`config.mk`:
```
export PLATFORM = sky130hd
export DESIGN_NAME = lsd_dimmer
export DESIGN_NICKNAME = d
export VERILOG_FILES = /design/src/lsd_dimmer.v /design/src/lsd_ramp.v
export VERILOG_INCLUDE_DIRS = /design/src
export SDC_FILE = /design/constraint.sdc
export NUM_CORES = 1
export LEC_CHECK = 0
export BUFFER_PORTS_ARGS = -buffer_cell sky130_fd_sc_hd__buf_2
export CAP_MARGIN = 20
export CORE_AREA = 2 2 158 160
export DETAILED_ROUTE_END_ITERATION = 8
export DIE_AREA = 0 0 160 162
export HOLD_SLACK_MARGIN = 0.12
export PLACE_DENSITY = 0.74
export SLEW_MARGIN = 10
export SYNTH_ARGS = -nofsm -noshare
export SYNTH_HDL_FRONTEND = slang
export SYNTH_SLANG_ARGS = --single-unit
```
`constraint.sdc`:
```
create_clock -name I_CORE_CLK -period 2.9 [get_ports I_CORE_CLK]
set_input_delay 0.58 -clock I_CORE_CLK [delete_from_list [all_inputs] [get_ports I_CORE_CLK]]
set_output_delay 0.58 -clock I_CORE_CLK [all_outputs]
set_load 0.02 [all_outputs]
```
`src/lsd_defs.vh`:
```
// Constants for the LED sink PWM dimmer: field codes, timing, widths.
// Assumes inclusion by bare name from the dimmer design files.
`ifndef LSD_DEFS_VH
`define LSD_DEFS_VH
`define LSD_CORE_HZ        250000000
`define LSD_TICK_HZ        2000000
`define LSD_TICK_DIV       (`LSD_CORE_HZ / `LSD_TICK_HZ)
`define LSD_PWM_BITS       6
`define LSD_SRC_PWM        2'h2
`define LSD_DIR_UP         2'h1
`define LSD_DIR_DOWN       2'h2
`define LSD_STEP_50MS_US   50000
`define LSD_STEP_25MS_US   25000
`define LSD_STEP_5MS_US    5000
`define LSD_STEP_2P5MS_US  2500
`define LSD_TICKS_PER_US   (`LSD_TICK_HZ / 1000000)
`define LSD_DUTY_RESET     8'h00
`define LSD_DUTY_MAX       8'hFF
`define LSD_NUM_SINKS      7
`define LSD_NUM_OFFSET     6
`endif

```
`src/lsd_dimmer.v`:
```
// Top of the LED sink PWM dimmer: tick, modulator, sink gating, offset.
// Assumes configuration inputs are synchronous and held stable by software.
`timescale 1ns/1ps
`default_nettype none
`include "lsd_defs.vh"
module lsd_dimmer
#(
  parameter integer TICK_DIV = `LSD_TICK_DIV,
  parameter integer NSINK    = `LSD_NUM_SINKS,
  parameter integer NOFS     = `LSD_NUM_OFFSET,
  parameter integer RAMP_TPU = `LSD_TICKS_PER_US,
  parameter integer RAMP_DIV = 1
)
(
  // Clock and reset
  input  wire                 I_CORE_CLK,
  input  wire                 I_RESETN,
  // Duty code and ramp control
  input  wire                 I_DUTY_WRITE,
  input  wire [7:0]           I_DUTY_WDATA,
  input  wire [1:0]           I_RAMP_DIR,
  input  wire [2:0]           I_RAMP_SPEED,
  // Per-sink configuration, sink k in slice k; offset level and invert in slice k mod 3
  input  wire [2*NSINK-1:0]   I_SINK_SOURCE_SEL,
  input  wire [8*NSINK-1:0]   I_SINK_LEVEL,
  input  wire [NOFS-1:0]      I_SINK_OFFSET_ENABLE,
  input  wire [23:0]          I_OFFSET_LEVEL,
  input  wire [2:0]           I_OFFSET_INVERT_ENABLE,
  // Status and sink drive
  output wire [7:0]           O_DUTY_CODE,
  output reg                  O_PWM,
  output reg  [1:0]           O_ANALOG_DIV,
  output reg  [NSINK-1:0]     O_SINK_ON,
  output reg  [8*NSINK-1:0]   O_SINK_DAC
);
  reg  [7:0] div_cnt;
  reg        tick;
  reg  [5:0] phase;
  reg  [5:0] on_time;
  reg  [1:0] next_div;
  wire [7:0] duty;

  ////////////////////////////////////////////////////////////////////////////
  // 2 MHz tick from the core clock
  always @(posedge I_CORE_CLK or negedge I_RESETN)
  begin
    if (!I_RESETN)
    begin
      div_cnt <= 8'h00;
      tick    <= 1'b0;
    end
    else
    begin
      tick    <= (div_cnt == TICK_DIV[7:0] - 8'h01);
      div_cnt <= (div_cnt == TICK_DIV[7:0] - 8'h01) ? 8'h00 : div_cnt + 8'h01;
    end
  end

  ////////////////////////////////////////////////////////////////////////////
  // Duty code store and ramp
  lsd_ramp
  #(
    .TICKS_PER_US (RAMP_TPU),
    .INTERVAL_DIV (RAMP_DIV)
  )
  u_ramp
  (
    .i_clk    (I_CORE_CLK),
    .i_resetn (I_RESETN),
    .i_tick   (tick),
    .i_write  (I_DUTY_WRITE),
    .i_wdata  (I_DUTY_WDATA),
    .i_dir    (I_RAMP_DIR),
    .i_speed  (I_RAMP_SPEED),
    .o_duty   (duty)
  );
  assign O_DUTY_CODE = duty; // Live value, also mid-ramp

  ////////////////////////////////////////////////////////////////////////////
  // Range select: top bits trade digital span for analog divisor
  always @*
  begin
    if (duty[7])
    begin
      on_time  = duty[7:2];
      next_div = 2'h0;
    end
    else if (duty[6])
    begin
      on_time  = duty[6:1];
      next_div = 2'h1;
    end
    else
    begin
      on_time  = duty[5:0];
      next_div = 2'h2;
    end
  end

  // 64-tick period; code FFh still leaves one off slot, a known limitation
  always @(posedge I_CORE_CLK or negedge I_RESETN)
  begin
    if (!I_RESETN)
    begin
      phase        <= 6'h00;
      O_PWM        <= 1'b0;
      O_ANALOG_DIV <= 2'h0;
    end
    else if (tick)
    begin
      phase        <= phase + 6'h01;
      O_PWM        <= (phase < on_time);
      O_ANALOG_DIV <= next_div;
    end
  end

  ////////////////////////////////////////////////////////////////////////////
  // Per-sink gating and offset; offset k uses group k mod 3
  genvar k;
  generate
    for (k = 0; k < NSINK; k = k + 1)
    begin : g_sink
      wire       pwm_sel = (I_SINK_SOURCE_SEL[2*k+1:2*k] == `LSD_SRC_PWM);
      wire       ofs_en  = (k < NOFS) ? I_SINK_OFFSET_ENABLE[k % NOFS] : 1'b0;
      wire       inv     = I_OFFSET_INVERT_ENABLE[k % 3];
      wire [7:0] ofs     = I_OFFSET_LEVEL[8*(k%3)+7:8*(k%3)];
      wire [7:0] lvl     = I_SINK_LEVEL[8*k+7:8*k];
      wire       gate    = pwm_sel ? O_PWM : 1'b1;
      wire       ginv    = ofs_en && inv ? ~gate : gate;
      always @(posedge I_CORE_CLK or negedge I_RESETN)
      begin
        if (!I_RESETN)
        begin
          O_SINK_ON[k]           <= 1'b0;
          O_SINK_DAC[8*k+7:8*k]  <= 8'h00;
        end
        else if (ofs_en)
        begin
          // Offset independent of source select
          O_SINK_ON[k] <= 1'b1;
          if (inv)
            O_SINK_DAC[8*k+7:8*k] <= ofs - 8'h01 - (ginv ? 8'h00 : lvl);
          else
            O_SINK_DAC[8*k+7:8*k] <= ofs + (ginv ? lvl : 8'h00);
        end
        else
        begin
          O_SINK_ON[k]          <= gate;
          O_SINK_DAC[8*k+7:8*k] <= lvl;
        end
      end
    end
  endgenerate
endmodule
`default_nettype wire

```
`src/lsd_ramp.v`:
```
// Duty-code store with automatic logarithmic up/down ramp.
// Assumes a one-cycle tick strobe at the modulator clock rate.
`timescale 1ns/1ps
`default_nettype none
`include "lsd_defs.vh"
module lsd_ramp
#(
  parameter integer TICKS_PER_US = `LSD_TICKS_PER_US,
  // Interval divisor; 1 gives the real step times, larger only shortens test runs
  parameter integer INTERVAL_DIV = 1
)
(
  // Clock and reset
  input  wire       i_clk,
  input  wire       i_resetn,
  // Control
  input  wire       i_tick,
  input  wire       i_write,
  input  wire [7:0] i_wdata,
  input  wire [1:0] i_dir,
  input  wire [2:0] i_speed,
  // Status
  output reg  [7:0] o_duty
);
  localparam [31:0] T50  = `LSD_STEP_50MS_US * TICKS_PER_US / INTERVAL_DIV;
  localparam [31:0] T25  = `LSD_STEP_25MS_US * TICKS_PER_US / INTERVAL_DIV;
  localparam [31:0] T5   = `LSD_STEP_5MS_US * TICKS_PER_US / INTERVAL_DIV;
  localparam [31:0] T2P5 = `LSD_STEP_2P5MS_US * TICKS_PER_US / INTERVAL_DIV;

  reg  [17:0] cnt;
  reg  [17:0] limit;
  reg  [7:0]  delta;
  reg  [8:0]  sum;
  reg  [7:0]  next_duty;
  wire        ramping = (i_dir == `LSD_DIR_UP) || (i_dir == `LSD_DIR_DOWN);
  wire        step    = i_tick && ramping && (cnt == limit);

  // Interval per speed code; bit0 picks eighth steps
  always @*
  begin
    case (i_speed[2:1])
      2'h0:    limit = T50[17:0] - 18'h00001;
      2'h1:    limit = T25[17:0] - 18'h00001;
      2'h2:    limit = T5[17:0] - 18'h00001;
      default: limit = T2P5[17:0] - 18'h00001;
    endcase
    delta = i_speed[0] ? {3'h0, o_duty[7:3]} : {2'h0, o_duty[7:2]};
    if (delta == 8'h00)
      delta = 8'h01; // Minimum step so ramps finish
    sum = 9'h000;
    next_duty = o_duty;
    if (i_dir == `LSD_DIR_UP)
    begin
      sum = {1'b0, o_duty} + {1'b0, delta};
      next_duty = sum[8] ? `LSD_DUTY_MAX : sum[7:0];
    end
    else if (o_duty != 8'h00)
      next_duty = (o_duty > delta) ? o_duty - delta : 8'h00;
  end

  // Interval counter; cleared while holding so a new ramp starts fresh
  always @(posedge i_clk or negedge i_resetn)
  begin
    if (!i_resetn)
      cnt <= 18'h00000;
    else if (!ramping || i_write)
      cnt <= 18'h00000;
    else if (i_tick)
      cnt <= (cnt >= limit) ? 18'h00000 : cnt + 18'h00001;
  end

  // Software write beats a ramp step in the same cycle
  always @(posedge i_clk or negedge i_resetn)
  begin
    if (!i_resetn)
      o_duty <= `LSD_DUTY_RESET;
    else if (i_write)
      o_duty <= i_wdata;
    else if (step)
      o_duty <= next_duty;
  end
endmodule
`default_nettype wire
```
==> insert_results.sql <==
INSERT INTO impl_metrics (metric_group, metric, value, unit) VALUES
('placed_design', 'worst_setup_slack_post_dpl', '-0.375', 'ns'),
('setup_path', 'cp.depth', '14', ''),
('placed_design', 'placement.io_buffers', '192', ''),
('floorplanning', 'die_y', '162', 'um'),
('yosys', 'synth.yosys.warnings', '0', ''),
('setup_path', 'path_delay_family', 'simple AND/OR/NAND/NOR gates', ''),
('detailed_routing', 'route.final.wire_length', '31.7', 'mm'),
('final_layout', 'finalNetCount', '1888', ''),
('run', 'drv.max_cap_violation_count', '0', ''),
('floorplanning', 'initial_core_util', '43.5', '%'),
('setup_path', 'setup_slack_on_the_worst_flop_to_flop_path', '-0.24', 'ns'),
('timing', 'unrepaired_setup_endpoints_after_global_routing', 'true', ''),
('timing', 'fin_skew', '0.00880', 'ns'),
('final_layout', 'antenna_cells', '0', ''),
('timing', 'fmaxAchievable', '0.318', 'GHz'),
('global_route', 'grt.overflow.total', '0', ''),
('final_layout', 'post_layout_utilization_of_the_core', '61.5', '%'),
('setup_path', 'r2r-start', 'O_PWM$_DFFE_PN0P_', ''),
('yosys', 'synthArstFlopShare', '100', '%'),
('setup_path', 'timing.critical_path.slowest_stage_cell', 'sky130_fd_sc_hd__dfrtp_4', ''),
('setup_path', 'type_of_element_launching_the_critical_path', 'flip-flop', ''),
('timing', 'layout_min_cycle_time', '3.14', 'ns'),
('outcome', 'failing_checks', 'negative setup slack', ''),
('clock_tree', 'cts.clk_slew.worst_paths', '0.08', 'ns'),
('timing', 'final.setup.worst_slack', '-0.242', 'ns'),
('global_route', 'grt_max_degree', '42', ''),
('yosys', 'post_synth_inst_count', '1256', ''),
('detailed_routing', 'drc_violation_count_after_routing', '0', ''),
('clock_tree', 'tritoncts_num_sinks', '107', ''),
('clock_tree', 'ctsLongestPathBuffers', '2', ''),
('yosys', 'synth_sequential_area_ratio', '25.5', '%'),
('placed_design', 'routabilityCongestion', '0.908', ''),
('detailed_routing', 'drt_pre_antenna_iters', '8', ''),
('outcome', 'outcome', 'complete, but fails checks', ''),
('timing', 'worst_slew_pin_slew', '0.800', 'ns'),
('setup_path', 'timing.rr.end', 'O_SINK_DAC[31]$_DFF_PN0_', ''),
('clock_tree', 'cts.root.buffer_cell', 'sky130_fd_sc_hd__clkbuf_16', ''),
('power', 'worst_ir_drop_vdd', '0.361', 'mV'),
('final_layout', 'flow.area_growth_from_synthesis', '41.5', '%'),
('clock_tree', 'worst_skew_pair_latency', '0.36', 'ns'),
('detailed_routing', 'detailedRoute.firstIterationViolations', '672', ''),
('final_layout', 'final_layout_size_suffix_gt1_share', '37.4', '%'),
('global_route', 'grt_first_pass_wirelength', '49.7', 'mm'),
('floorplanning', 'floorplan.rows', '57', ''),
('yosys', 'synth-seq-cells', '107', ''),
('floorplanning', 'floorplan.die.width', '160', 'um'),
('setup_path', 'timing.setup.critical_path_class', 'reg2reg', ''),
('power', 'pwr_density_cell', '404', 'nW/um^2'),
('yosys', 'synth_nets', '1517', ''),
('setup_path', 'worst-endpoint-required', '3.13', 'ns'),
('global_route', 'antenna_violations_before_repair', '0', ''),
('global_route', 'grt_pass1_vias', '10500', ''),
('global_route', 'grtUsageTotal', '23.2', '%'),
('floorplanning', 'core_region_area', '24100', 'sq um'),
('floorplanning', 'die-area', '25900', 'sq um'),
('detailed_routing', 'wl_per_cell', '16.2', 'um'),
('setup_path', 'timing.critical_path.fanout_max', '5', ''),
('timing', 'relSlewSlack', '46.5', '%'),
('setup_path', 'r2r_cells', '14', ''),
('clock_tree', 'cts_tree', 'done', ''),
('clock_tree', 'post_cts_hold_buffer_count', '0', ''),
('timing', 'final-hold-violation-count', '0', ''),
('yosys', 'post_synth_instance_area', '10500', 'sq um'),
('timing', 'setup_viol_count_final', '18', ''),
('yosys', 'synth_cell_type_count', '64', ''),
('setup_path', 'worst_path_largest_cell_delay', '0.50', 'ns'),
('setup_path', 'worst_setup_path_end_kind', 'flip-flop', ''),
('timing', 'final.period_utilization', '108', '%'),
('detailed_routing', 'via_count', '10700', ''),
('setup_path', 'worstPathBufferInverterCount', '5', ''),
('placed_design', 'dp_hpwl', '22.9', 'mm');
-- where the power goes --
| part | switching (uW) | total (uW) | internal [uW] |
|---|---|---|---|
| clock network | 653 | 1350 | 695 |
| logic | 1560 | 2980 | 1430 |
| registers | 44.6 | 1660 | 1610 |
| total | 2260 | 5990 | 3740 |
-- synth_stat cells, types with 6 or more instances --
cell type                  number  area [sq um]
sky130_fd_sc_hd__nand2_1      127           477
sky130_fd_sc_hd__or3_1         18           113
sky130_fd_sc_hd__xor2_1        44           385
sky130_fd_sc_hd__o221ai_1       6          52.6
sky130_fd_sc_hd__nand2b_1      18           113
sky130_fd_sc_hd__o21ai_0       58           290
sky130_fd_sc_hd__clkbuf_1      25          93.8
sky130_fd_sc_hd__inv_1         81           304
sky130_fd_sc_hd__mux2_2        10           113
sky130_fd_sc_hd__xor3_1         6           143
sky130_fd_sc_hd__nor3_1        29           145
sky130_fd_sc_hd__o21bai_1       8          60.1
sky130_fd_sc_hd__nor2_1       110           413
sky130_fd_sc_hd__fa_1          14           280
sky130_fd_sc_hd__dfrtp_1      107          2680
sky130_fd_sc_hd__mux2i_1       33           330
sky130_fd_sc_hd__and2_1        38           238
sky130_fd_sc_hd__a21o_1        19           143
sky130_fd_sc_hd__xnor2_1       49           429
sky130_fd_sc_hd__ha_1         128          1600
sky130_fd_sc_hd__nand3_1       54           270
sky130_fd_sc_hd__a31oi_1       21           131
sky130_fd_sc_hd__nor2b_1       33           206
sky130_fd_sc_hd__buf_1          6          22.5
sky130_fd_sc_hd__nor3b_1        6          45.0
sky130_fd_sc_hd__o21a_1        12          90.1
sky130_fd_sc_hd__o211ai_1       9          67.6
sky130_fd_sc_hd__a21oi_1       92           460
sky130_fd_sc_hd__o41ai_1        6          52.6
-- logic make-up (layout without fill, tap and decap cells) --
kind of cell             Yosys count  after routing  synth area share [%]
XOR/XNOR                          99             99                  9.13
AO/OA/AOI/OAI                    279            279                  16.8
multiplexers                      43             43                  4.23
AND/OR/NAND/NOR                  470            470                  22.0
buffers and inverters            116            492                  4.38
adder cells (fa/ha/maj)          142            142                  18.0
flip-flops                       107            107                  25.5
-- worst max-delay path by stage --
stage | start | endpoint
6_report | O_PWM$_DFFE_PN0P_ | O_SINK_DAC[31]$_DFF_PN0_
5_1_grt | O_PWM$_DFFE_PN0P_ | O_SINK_DAC[23]$_DFF_PN0_
4_1_cts | O_PWM$_DFFE_PN0P_ | O_SINK_DAC[47]$_DFF_PN0_
3_5_place_dp | I_SINK_SOURCE_SEL[10] | O_SINK_DAC[47]$_DFF_PN0_
3_3_place_gp | I_SINK_SOURCE_SEL[10] | O_SINK_DAC[47]$_DFF_PN0_
2_1_floorplan | u_ramp.o_duty[6]$_DFFE_PN0P_ | u_ramp.o_duty[7]$_DFFE_PN0P_
-- cell type report --
cell class | instances | area, sq um
fill | 2018 | 9270
multi-input combinational | 1033 | 8510
sequential | 107 | 2680
timing repair buffer | 395 | 2620
tap | 324 | 405
inverter | 81 | 307
clock buffer | 10 | 229
clock inverter | 6 | 78.8
-- metal layers --
metal,track usage [%],wire length [um],vias to the layer above
met2,40.8,15700,302
met3,3.06,1410,77
li1,-,-,5181
met4,7.33,855,0
met1,29.6,13700,5098
met5,0,0,-
-- state kept, by name (all words and copies together), names as in the netlist --
signal / cells
u_ramp.o_duty: 8
tick: 1
phase: 6
div_cnt: 8
O_PWM: 1
O_SINK_DAC: 56
O_SINK_ON: 7
O_ANALOG_DIV: 2
u_ramp.cnt: 18
-- layout by cell type, fill, tap and decap left out, types with 39 or more instances in the layout --
cell and instances:
sky130_fd_sc_hd__a21oi_1 75, sky130_fd_sc_hd__xor2_1 39, sky130_fd_sc_hd__ha_1 91, sky130_fd_sc_hd__inv_1 73, sky130_fd_sc_hd__buf_4 180, sky130_fd_sc_hd__nand3_1 51, sky130_fd_sc_hd__nand2_1 116, sky130_fd_sc_hd__nor2_1 109
sky130_fd_sc_hd__buf_2 191, sky130_fd_sc_hd__dfrtp_1 104, sky130_fd_sc_hd__xnor2_1 42
-- through the flow --
| step | hold WS, ns | cells | setup TNS, ns |
|---|---|---|---|
| 5_1_grt | 0.254 | 1956 | -5.11 |
| 4_1_cts | 0.227 | 1937 | -0.857 |
| 3_5_place_dp | 0.478 | 1893 | -2.46 |
| 6_report | 0.208 | 1956 | -2.00 |
| 2_1_floorplan | 0.284 | 1256 | -0.145 |
| 3_3_place_gp | 0.473 | 1893 | -1.58 |
-- repair_timing --
action,CTS,global route
pin swaps,75,104
setup endpoints to repair,20,35
resized for setup,106,132
endpoints found under the hold margin,0,0
setup buffers,32,24
No activity file was read; power rests on OpenSTA's default activity.
